===== config.mk =====
export PLATFORM = sky130hd
export DESIGN_NAME = cpubi_bus_if
export DESIGN_NICKNAME = d
export VERILOG_FILES = /design/src/rtl/cpubi_pkg.sv /design/src/rtl/cpubi_bus_if.sv
export SDC_FILE = /design/constraint.sdc
export NUM_CORES = 1
export LEC_CHECK = 0
export BUFFER_PORTS_ARGS = -buffer_cell sky130_fd_sc_hd__buf_2
export CELL_PAD_IN_SITES_DETAIL_PLACEMENT = 0
export CELL_PAD_IN_SITES_GLOBAL_PLACEMENT = 2
export CORE_UTILIZATION = 34
export DETAILED_ROUTE_END_ITERATION = 10
export PLACE_DENSITY_LB_ADDON = 0.08
export RECOVER_POWER = 50
export SLEW_MARGIN = 20
export SYNTH_ARGS = -nofsm -noshare
export SYNTH_HDL_FRONTEND = slang
export SYNTH_SLANG_ARGS = --single-unit
export TNS_END_PERCENT = 20

===== constraint.sdc =====
create_clock -name clk_in -period 7.5 [get_ports clk_in]
set_clock_uncertainty 0.2 [all_clocks]
set_input_delay 1.125 -clock clk_in [delete_from_list [all_inputs] [get_ports clk_in]]
set_output_delay 1.125 -clock clk_in [all_outputs]
set_load 0.01 [all_outputs]

===== src/rtl/cpubi_pkg.sv =====
// Constants, states and cycle kinds for the system bus interface.
// Assumes a single 10 MHz processor clock shared by the whole block.
package cpubi_pkg;
  localparam int ADDR_W = 20; // Address bus width
  localparam int DATA_W = 8; // Data bus width
  localparam int REFRESH_W = 8; // Refresh address width, low bits
  localparam int TMR_BIT = 18; // Address bit shared with timer output
  localparam logic [7:0] REFRESH_RST = 8'h00; // Refresh counter after reset
  localparam logic [7:0] REFRESH_STEP = 8'h01; // Refresh counter increment

  // Machine cycle kinds requested by the core
  typedef enum logic [3:0] {
    CYC_FETCH, CYC_MEM_RD, CYC_MEM_WR, CYC_IO_RD, CYC_IO_WR,
    CYC_INTACK, CYC_REFRESH, CYC_PERIPH_RD, CYC_PERIPH_WR
  } cpubi_cyc_t;

  // Bus sequencer states
  typedef enum logic [2:0] {
    ST_IDLE, ST_T1, ST_T2, ST_TW, ST_T3, ST_FLOAT, ST_GRANT
  } cpubi_state_t;
endpackage


===== src/rtl/cpubi_bus_if.sv =====
// System bus interface: address, data and strobe sequencing, bus hold.
// Assumes the core issues one machine cycle at a time on the request port
// and that all pin inputs are asynchronous to clk_in.
`timescale 1ns/1ps
// Behaviour
// - Drive 20-bit address for every access
// - Refresh cycles output refresh address
// - Address floats in reset and hold, except bit 18 when timer selected
// - External master address decoded as inputs
// - Bit 18 carries timer output when selected
// - Data driven for on-chip peripheral access
// - Read strobe out, input under external master
// - Write strobe while write data valid
// - Memory strobe with valid memory address
// - Port strobe with port address low
// - Interrupt acknowledge: port and first strobes
// - Opcode fetch: first and memory strobes
// - First strobe on every opcode fetch
// - First strobe exposed for cycle decode
// - Refresh strobe together with memory strobe
// - Hold request sampled at cycle end
// - Grant only after address, data and the four strobes are floated; first and refresh strobes stay driven
// - Wait states while wait input low
module cpubi_bus_if #(
  parameter int AW = cpubi_pkg::ADDR_W, // Address width
  parameter int DW = cpubi_pkg::DATA_W // Data width
) (
  input wire logic clk_in, // Processor clock
  input wire logic rst_in, // Asynchronous reset, active high
  input wire logic req_valid_in, // Core requests a machine cycle
  output logic req_ready_out, // Sequencer can take a request
  input wire cpubi_pkg::cpubi_cyc_t req_cyc_in, // Kind of cycle
  input wire logic [AW-1:0] req_addr_in, // Access address
  input wire logic [DW-1:0] req_wdata_in, // Byte to write or present
  output logic resp_valid_out, // Cycle finished, one-cycle pulse
  output logic [DW-1:0] resp_rdata_out, // Byte read in the cycle
  input wire logic tmr_sel_in, // Pin of bit 18 carries timer output
  input wire logic timer_output_in, // Reload timer channel 1 output
  output logic [AW-1:0] addr_out, // Address pins, driven value
  output logic [AW-1:0] addr_oe_out, // Address pin enables
  input wire logic [AW-1:0] addr_in, // Address pins, sensed value
  output logic [DW-1:0] data_out, // Data pins, driven value
  output logic data_oe_out, // Data pin enable
  input wire logic [DW-1:0] data_in, // Data pins, sensed value
  output logic rd_n_out, // Read strobe, active low
  output logic wr_n_out, // Write strobe, active low
  output logic memory_cycle_n_out, // Memory cycle strobe, active low
  output logic port_cycle_n_out, // Port cycle strobe, active low
  output logic strobe_oe_out, // Enable of the four strobes above
  input wire logic rd_n_in, // Read strobe from external master
  input wire logic wr_n_in, // Write strobe from external master
  output logic first_cycle_n_out, // First cycle strobe, active low
  output logic dram_refresh_n_out, // Refresh strobe, active low
  output logic ctl_oe_out, // Enable of first and refresh strobes
  input wire logic bus_hold_request_n_in, // Hold request, active low
  output logic bus_hold_grant_n_out, // Hold grant, active low
  input wire logic wait_n_in, // Wait input, active low
  output logic periph_rd_out, // External master read, pulse
  output logic periph_wr_out, // External master write, pulse
  output logic [AW-1:0] periph_addr_out, // External master address
  output logic [DW-1:0] periph_wdata_out, // External master write byte
  input wire logic [DW-1:0] periph_rdata_in // Peripheral read byte
);
  cpubi_pkg::cpubi_state_t state_ff; // Sequencer state
  cpubi_pkg::cpubi_cyc_t cyc_ff; // Kind of cycle in progress
  logic [AW-1:0] addr_ff; // Address being driven
  logic [DW-1:0] wdata_ff; // Byte being driven
  logic [DW-1:0] rdata_ff; // Captured read byte
  logic [cpubi_pkg::REFRESH_W-1:0] refresh_ff; // Refresh row counter
  logic drive_ff; // Bus and strobes driven
  logic ctl_ff; // First and refresh strobes driven
  logic done_ff; // Cycle finished pulse
  logic [1:0] hold_sync_ff; // Hold request synchroniser
  logic [1:0] wait_sync_ff; // Wait synchroniser
  logic [1:0] rd_sync_ff; // External read synchroniser
  logic [1:0] wr_sync_ff; // External write synchroniser
  logic rd_dly_ff; // Delayed read for edge detect
  logic wr_dly_ff; // Delayed write for edge detect
  logic [AW-1:0] ain_sync1_ff; // Address input, first stage
  logic [AW-1:0] ain_sync2_ff; // Address input, second stage
  logic [DW-1:0] din_sync1_ff; // Data input, first stage
  logic [DW-1:0] din_sync2_ff; // Data input, second stage
  logic [DW-1:0] dout_ff; // Data pin value
  logic periph_rd_ff; // External read pulse
  logic periph_wr_ff; // External write pulse
  logic [AW-1:0] paddr_ff; // External master address held
  logic [DW-1:0] pwdata_ff; // External master write byte held
  cpubi_pkg::cpubi_state_t nxt_state; // Next sequencer state
  logic hold_req; // Synchronised hold request, high when asked
  logic waiting; // Synchronised wait, high when asked
  logic active; // Inside T1 to T3
  logic late; // Inside T2 to T3

  // Cycle kind decoding used by several strobes
  function automatic logic is_mem(input cpubi_pkg::cpubi_cyc_t c);
    return c == cpubi_pkg::CYC_FETCH || c == cpubi_pkg::CYC_MEM_RD ||
           c == cpubi_pkg::CYC_MEM_WR || c == cpubi_pkg::CYC_REFRESH;
  endfunction
  function automatic logic is_io(input cpubi_pkg::cpubi_cyc_t c);
    return c == cpubi_pkg::CYC_IO_RD || c == cpubi_pkg::CYC_IO_WR ||
           c == cpubi_pkg::CYC_INTACK;
  endfunction
  function automatic logic is_wr(input cpubi_pkg::cpubi_cyc_t c);
    return c == cpubi_pkg::CYC_MEM_WR || c == cpubi_pkg::CYC_IO_WR;
  endfunction
  function automatic logic is_rd(input cpubi_pkg::cpubi_cyc_t c);
    return c == cpubi_pkg::CYC_FETCH || c == cpubi_pkg::CYC_MEM_RD ||
           c == cpubi_pkg::CYC_IO_RD;
  endfunction

  assign hold_req = ~hold_sync_ff[1];
  assign waiting = ~wait_sync_ff[1];
  assign active = state_ff == cpubi_pkg::ST_T1 || late;
  assign late = state_ff == cpubi_pkg::ST_T2 ||
                state_ff == cpubi_pkg::ST_TW || state_ff == cpubi_pkg::ST_T3;

  // Two-flop synchronisers for every pin input
  always_ff @(posedge clk_in or posedge rst_in) begin
    if (rst_in) begin
      hold_sync_ff <= 2'h3;
      wait_sync_ff <= 2'h3;
      rd_sync_ff <= 2'h3;
      wr_sync_ff <= 2'h3;
      ain_sync1_ff <= '0;
      ain_sync2_ff <= '0;
      din_sync1_ff <= '0;
      din_sync2_ff <= '0;
    end else begin
      hold_sync_ff <= {hold_sync_ff[0], bus_hold_request_n_in};
      wait_sync_ff <= {wait_sync_ff[0], wait_n_in};
      rd_sync_ff <= {rd_sync_ff[0], rd_n_in};
      wr_sync_ff <= {wr_sync_ff[0], wr_n_in};
      ain_sync1_ff <= addr_in;
      ain_sync2_ff <= ain_sync1_ff;
      din_sync1_ff <= data_in;
      din_sync2_ff <= din_sync1_ff;
    end
  end

  // Next state: hold checked only between machine cycles
  always_comb begin
    nxt_state = state_ff;
    unique case (state_ff)
      cpubi_pkg::ST_IDLE: begin
        if (hold_req) begin
          nxt_state = cpubi_pkg::ST_FLOAT;
        end else if (req_valid_in) begin
          nxt_state = cpubi_pkg::ST_T1;
        end
      end
      cpubi_pkg::ST_T1: nxt_state = cpubi_pkg::ST_T2;
      cpubi_pkg::ST_T2: begin
        // Port cycles take one wait so read data clears the synchroniser
        nxt_state = (waiting || is_io(cyc_ff)) ? cpubi_pkg::ST_TW :
                    cpubi_pkg::ST_T3;
      end
      cpubi_pkg::ST_TW: begin
        nxt_state = waiting ? cpubi_pkg::ST_TW : cpubi_pkg::ST_T3;
      end
      cpubi_pkg::ST_T3: begin
        nxt_state = hold_req ? cpubi_pkg::ST_FLOAT : cpubi_pkg::ST_IDLE;
      end
      cpubi_pkg::ST_FLOAT: nxt_state = cpubi_pkg::ST_GRANT;
      cpubi_pkg::ST_GRANT: begin
        if (!hold_req) begin
          nxt_state = cpubi_pkg::ST_IDLE;
        end
      end
    endcase
  end

  // Sequencer state and output enables
  always_ff @(posedge clk_in or posedge rst_in) begin
    if (rst_in) begin
      state_ff <= cpubi_pkg::ST_IDLE;
      drive_ff <= 1'b0;
      ctl_ff <= 1'b0;
    end else begin
      state_ff <= nxt_state;
      drive_ff <= nxt_state != cpubi_pkg::ST_FLOAT &&
                  nxt_state != cpubi_pkg::ST_GRANT;
      ctl_ff <= 1'b1;
    end
  end

  // Request capture, refresh counter and read data
  always_ff @(posedge clk_in or posedge rst_in) begin
    if (rst_in) begin
      cyc_ff <= cpubi_pkg::CYC_FETCH;
      addr_ff <= '0;
      wdata_ff <= '0;
      rdata_ff <= '0;
      refresh_ff <= cpubi_pkg::REFRESH_RST;
      done_ff <= 1'b0;
    end else begin
      done_ff <= state_ff == cpubi_pkg::ST_T3;
      if (state_ff == cpubi_pkg::ST_IDLE && nxt_state == cpubi_pkg::ST_T1) begin
        cyc_ff <= req_cyc_in;
        wdata_ff <= req_wdata_in;
        if (req_cyc_in == cpubi_pkg::CYC_REFRESH) begin
          addr_ff <= {{(AW-cpubi_pkg::REFRESH_W){1'b0}}, refresh_ff};
          refresh_ff <= refresh_ff + cpubi_pkg::REFRESH_STEP;
        end else begin
          addr_ff <= req_addr_in;
        end
      end
      if (state_ff == cpubi_pkg::ST_T3) begin
        if (cyc_ff == cpubi_pkg::CYC_PERIPH_RD ||
            cyc_ff == cpubi_pkg::CYC_PERIPH_WR) begin
          rdata_ff <= wdata_ff;
        end else begin
          rdata_ff <= din_sync2_ff;
        end
      end
    end
  end

  // External master access of on-chip peripherals while granted
  always_ff @(posedge clk_in or posedge rst_in) begin
    if (rst_in) begin
      rd_dly_ff <= 1'b1;
      wr_dly_ff <= 1'b1;
      periph_rd_ff <= 1'b0;
      periph_wr_ff <= 1'b0;
      paddr_ff <= '0;
      pwdata_ff <= '0;
    end else begin
      rd_dly_ff <= rd_sync_ff[1];
      wr_dly_ff <= wr_sync_ff[1];
      periph_rd_ff <= state_ff == cpubi_pkg::ST_GRANT &&
                      !rd_sync_ff[1] && rd_dly_ff;
      periph_wr_ff <= state_ff == cpubi_pkg::ST_GRANT &&
                      !wr_sync_ff[1] && wr_dly_ff;
      if (state_ff == cpubi_pkg::ST_GRANT) begin
        paddr_ff <= ain_sync2_ff;
      end
      if (state_ff == cpubi_pkg::ST_GRANT && !wr_sync_ff[1]) begin
        pwdata_ff <= din_sync2_ff;
      end
    end
  end

  // Data pin value: core byte, or peripheral byte for external reads
  always_ff @(posedge clk_in or posedge rst_in) begin
    if (rst_in) begin
      dout_ff <= '0;
    end else if (state_ff == cpubi_pkg::ST_GRANT) begin
      dout_ff <= periph_rdata_in;
    end else begin
      dout_ff <= wdata_ff;
    end
  end

  assign req_ready_out = state_ff == cpubi_pkg::ST_IDLE && !hold_req;
  assign resp_valid_out = done_ff;
  assign resp_rdata_out = rdata_ff;
  // Bit 18 optionally carries the timer output
  always_comb begin
    addr_out = addr_ff;
    addr_oe_out = {AW{drive_ff}};
    if (tmr_sel_in) begin
      addr_out[cpubi_pkg::TMR_BIT] = timer_output_in;
      addr_oe_out[cpubi_pkg::TMR_BIT] = 1'b1;
    end
  end
  assign data_out = dout_ff;
  assign data_oe_out = (active && drive_ff &&
                        (is_wr(cyc_ff) || cyc_ff == cpubi_pkg::CYC_PERIPH_RD ||
                         cyc_ff == cpubi_pkg::CYC_PERIPH_WR)) ||
                       (state_ff == cpubi_pkg::ST_GRANT && !rd_sync_ff[1]);
  assign memory_cycle_n_out = !(active && is_mem(cyc_ff));
  assign port_cycle_n_out = !(late && is_io(cyc_ff));
  assign rd_n_out = !(late && is_rd(cyc_ff));
  assign wr_n_out = !(late && is_wr(cyc_ff));
  assign first_cycle_n_out = !(active && (cyc_ff == cpubi_pkg::CYC_FETCH ||
                             cyc_ff == cpubi_pkg::CYC_INTACK));
  assign dram_refresh_n_out = !(active && cyc_ff == cpubi_pkg::CYC_REFRESH);
  assign strobe_oe_out = drive_ff;
  assign ctl_oe_out = ctl_ff;
  assign bus_hold_grant_n_out = state_ff != cpubi_pkg::ST_GRANT;
  assign periph_rd_out = periph_rd_ff;
  assign periph_wr_out = periph_wr_ff;
  assign periph_addr_out = paddr_ff;
  assign periph_wdata_out = pwdata_ff;

  // Checks on the bus sequencing
  a_mem_port_excl: assert property (@(posedge clk_in) disable iff (rst_in)
    !(!memory_cycle_n_out && !port_cycle_n_out))
    else $error("memory and port strobes both low");
  a_float_grant: assert property (@(posedge clk_in) disable iff (rst_in)
    !bus_hold_grant_n_out |-> !strobe_oe_out && !data_oe_out == rd_sync_ff[1])
    else $error("bus driven during grant");
  a_grant_after_float: assert property (@(posedge clk_in)
    disable iff (rst_in) $fell(bus_hold_grant_n_out) |-> $past(!strobe_oe_out))
    else $error("grant given before float");
  a_fetch_strobes: assert property (@(posedge clk_in) disable iff (rst_in)
    (!first_cycle_n_out && port_cycle_n_out && late) |-> !memory_cycle_n_out)
    else $error("fetch without memory strobe");
  a_intack_pair: assert property (@(posedge clk_in) disable iff (rst_in)
    (late && cyc_ff == cpubi_pkg::CYC_INTACK) |->
      !port_cycle_n_out && !first_cycle_n_out && memory_cycle_n_out)
    else $error("acknowledge strobes wrong");
  a_refresh_addr: assert property (@(posedge clk_in) disable iff (rst_in)
    !dram_refresh_n_out |-> !memory_cycle_n_out && rd_n_out &&
      addr_ff[AW-1:cpubi_pkg::REFRESH_W] == '0)
    else $error("refresh cycle malformed");
  a_wait_extend: assert property (@(posedge clk_in) disable iff (rst_in)
    (state_ff == cpubi_pkg::ST_T2 && waiting) |=> !rd_n_out || !wr_n_out ||
      !port_cycle_n_out || !memory_cycle_n_out ##0 state_ff == cpubi_pkg::ST_TW)
    else $error("wait state not inserted");
  a_hold_at_end: assert property (@(posedge clk_in) disable iff (rst_in)
    (state_ff == cpubi_pkg::ST_T3 && hold_req) |=> !strobe_oe_out ##1
      !bus_hold_grant_n_out)
    else $error("hold not taken at cycle end");
  a_write_data: assert property (@(posedge clk_in) disable iff (rst_in)
    !wr_n_out |-> data_oe_out && data_out == wdata_ff)
    else $error("write strobe without data");
  a_timer_mux: assert property (@(posedge clk_in) disable iff (rst_in)
    tmr_sel_in |-> addr_out[cpubi_pkg::TMR_BIT] == timer_output_in)
    else $error("timer output not on pin");
  a_ext_read: assert property (@(posedge clk_in) disable iff (rst_in)
    (state_ff == cpubi_pkg::ST_GRANT && $fell(rd_sync_ff[1])) |=>
      periph_rd_out ##1 !periph_rd_out)
    else $error("external read not passed on");
  c_fetch: cover property (@(posedge clk_in) disable iff (rst_in)
    !first_cycle_n_out && !memory_cycle_n_out && !rd_n_out);
  c_wait: cover property (@(posedge clk_in) disable iff (rst_in)
    state_ff == cpubi_pkg::ST_TW);
  c_grant: cover property (@(posedge clk_in) disable iff (rst_in)
    !bus_hold_grant_n_out ##1 periph_wr_out);
  c_refresh: cover property (@(posedge clk_in) disable iff (rst_in)
    !dram_refresh_n_out);
endmodule // cpubi_bus_if


==> impl_metrics.yaml <==
hold_path:
  hp-class: "flop to flop"
  hold_depth: 0
  hold_path_end: "din_sync2_ff[0]"
  hold_start: "din_sync1_ff[0]"
route:
  route.vias.total: 3618
  wl_um: 12400
  vias_per_cell: 4.43
  drt-initial-drc-count: 114
  dr.pass1.iters: 4
  ant_nets: 0
  post_drt_wl_per_cell_um: 15.1
  drc: 0
synthesis:
  synth-seq-cells: 158
  syn_avg_cell_area_um2: 13.9
  synthArstFlopShare_pct: 100
  yosysSeqAreaShare_pct: 64.6
  ys_warn_count: 0
  synth_top_area_share_pct: 60.3
  synth-edff-count: 0
  synth_fp_nets: 519
  synth_area_leaders: "dfrtp_1 (60%), mux2_4 (6.6%), buf_4 (4.6%), dfstp_2 (4.3%), mux2_2 (4.0%)"
  syn_inst: 441
  synth_area_um2: 6140
  ys_types: 56
  post-synth-top-area-cell: "dfrtp_1"
  ys.flop_type: "dfrtp_1"
final_layout:
  nFillCells: 1673
  nets: 657
  drive_gt1_share_pct: 41.8
  syn_to_final_growth_pct: 19.0
  layout.cells.non_filler: 817
  fin_area_um2: 7310
  fin_util_pct: 41.8
critical_path:
  worst_setup_path_end_kind: "async pin"
  required_ns: 7.72
  path_class: "input pin to async pin"
  timing.rr.end: "refresh_ff[5]"
  critPathLaunchType: "input pin"
  reg2regPathDepth: 6
  r2r_start: "state_ff[0]"
  rrSetupSlack_ns: 4.13
  arrival_ns: 4.44
  crit_fanout: 88
sta:
  whs_ns: 0.145
  final-max-slew-violation-count: 122
  fin_ws_ns: 3.28
  finalSetupTns_ns: 0
  worst_pin_slew_ns: 3.83
  relSlewSlack_pct: -157
  period_needed_ns: 4.22
  rsz0062_at_grt: "false"
  fmax_mhz: 237
  finalHoldViolCount: 0
  period_share_pct: 56.3
  setup_viol: 0
cts:
  htree_num_levels: 4
  cts_root_buf: "clkbuf_16"
  cts_tree: "done"
  path_clk_slew_ns: 0.06
  cts_buffers: 17
  clockBufferDepth: 2
  post_cts_buffers: 0
  cts_sinks: 158
  holdBufCountCts: 0
  post_cts_resized: 0
  insertion_delay_ns: 0.42
floorplanning:
  coreArea_um2: 17500
  die_area_um2: 18600
  rows: 48
  io_pins: 175
  die-width_um: 136
  fp.dieH_um: 136
  initial_core_util_pct: 35.1
global_route:
  grt_pass1_wl_um: 19500
  gr-total-overflow: 0
  antenna_found_initial: 2
  grt_max_degree: 89
  grt_use_total_pct: 14.2
  grt_pass1_vias: 3766
placement:
  dp_cells: 785
  place_congestion: 0.730
  hpwl_um: 8400
  io_buffer_count: 174
  place_ws_ns: 4.27
  dpl_cell_area_um2: 6870
power_and_ir_drop:
  irDropWorstVdd_mv: 0.162
  pwr_density_cell_nw_per_um2: 400
  leakagePower_nw: 3.49
  power_mw: 2.92
outcome:
  violations: "capacitance limit, slew limit"
  status: "finished, violations left"
run:
  drv_cap: 2
## per-layer routing
layer / track usage, % / wire (um) / share of wire, % / vias to the layer above
met5: 0 / 13 / 0.11 / -
met4: 5.49 / 189 / 1.5 / 2
li1: - / - / - / 1719
met3: 5.56 / 839 / 6.8 / 14
met2: 22.3 / 5920 / 48 / 114
met1: 17.6 / 5400 / 44 / 1769
## worst max-delay path, stage by stage
cell,delay [ns]
buf_2,0.10
clkinvlp_2,2.14
buf_4,0.96
## area by class of cell
type / count / area, um^2 / share of cell area [%]
repair buffers: 177 / 893 / 12.2
flip-flops and latches: 158 / 3970 / 54.3
clock inverters: 13 / 131 / 1.80
inverters: 7 / 30.0 / 0.411
clock buffers: 18 / 429 / 5.87
diodes: 1 / 2.50 / 0.0342
well taps: 225 / 282 / 3.85
multi-input cells: 218 / 1570 / 21.5
## registers in the layout (all words and copies together) (netlist names), 20 cells and up
signal           count
ain_sync1_ff        20
ain_sync2_ff        20
periph_addr_out     20
addr_ff             20
## kinds of logic after synthesis
family          after synthesis  share of synthesized area [%]
compound gates               49                           4.83
xor+xnor                     10                           1.43
fa+ha+maj                     1                          0.204
buf+inv                      65                           7.75
flops                       158                           64.6
mux                          66                           13.4
other cells                   1                         0.0611
simple gates                 91                           7.68
## where the power goes
group / total [mW] / switching, mW / internal [mW]
registers: 1.26 / 0.167 / 1.09
clock network: 0.821 / 0.359 / 0.462
logic: 0.842 / 0.449 / 0.393
total: 2.92 / 0.975 / 1.95
## layout by cell type, fill, tap and decap left out, drive strengths merged, types with 2 or more instances in the layout
| cell type | synthesis | final |
|---|---|---|
| xnor2 | 7 | 7 |
| mux2 | 50 | 50 |
| clkinvlp | 0 | 6 |
| or4b | 2 | 2 |
| dfstp | 10 | 10 |
| or2 | 4 | 4 |
| nand3 | 2 | 2 |
| xor2 | 3 | 3 |
| mux2i | 16 | 16 |
| clkbuf | 8 | 18 |
| nor2 | 19 | 19 |
| nand2 | 46 | 46 |
| inv | 6 | 10 |
| or3 | 3 | 3 |
| clkinv | 1 | 3 |
| dfrtp | 148 | 148 |
| and2 | 2 | 2 |
| nand4 | 2 | 2 |
| a21oi | 11 | 11 |
| buf | 50 | 177 |
| nor3b | 2 | 2 |
| nand2b | 3 | 3 |
| o21ai | 26 | 26 |
## synthesized netlist by cell type, types with 2 or more instances
master	n
inv_1	5
buf_12	3
mux2_4	27
mux2i_1	16
nand2_1	45
buf_4	38
xnor2_1	7
a21oi_1	11
mux2_2	22
nand3_1	2
clkbuf_1	6
buf_2	4
buf_6	4
or2_2	3
nand4_1	2
dfrtp_1	148
and2_1	2
nor3b_1	2
dfstp_2	10
o21ai_0	25
xor2_1	3
clkbuf_2	2
nor2_1	18
nand2b_1	3
or3_1	2
## worst max-delay path by stage
stage / endpoint / depth (start not counted) / slack (ns) / from
after floorplan: addr_ff[0] / 1 / 1.93 / rst_in
after global placement: data_oe_out / 6 / 4.29 / state_ff[0]
after detailed placement: data_oe_out / 6 / 4.27 / state_ff[0]
after CTS: data_oe_out / 6 / 3.81 / state_ff[0]
after global routing: resp_rdata_out[3] / 3 / 2.51 / rst_in
final: resp_rdata_out[3] / 3 / 3.28 / rst_in
(Power assumes the default switching activity.)
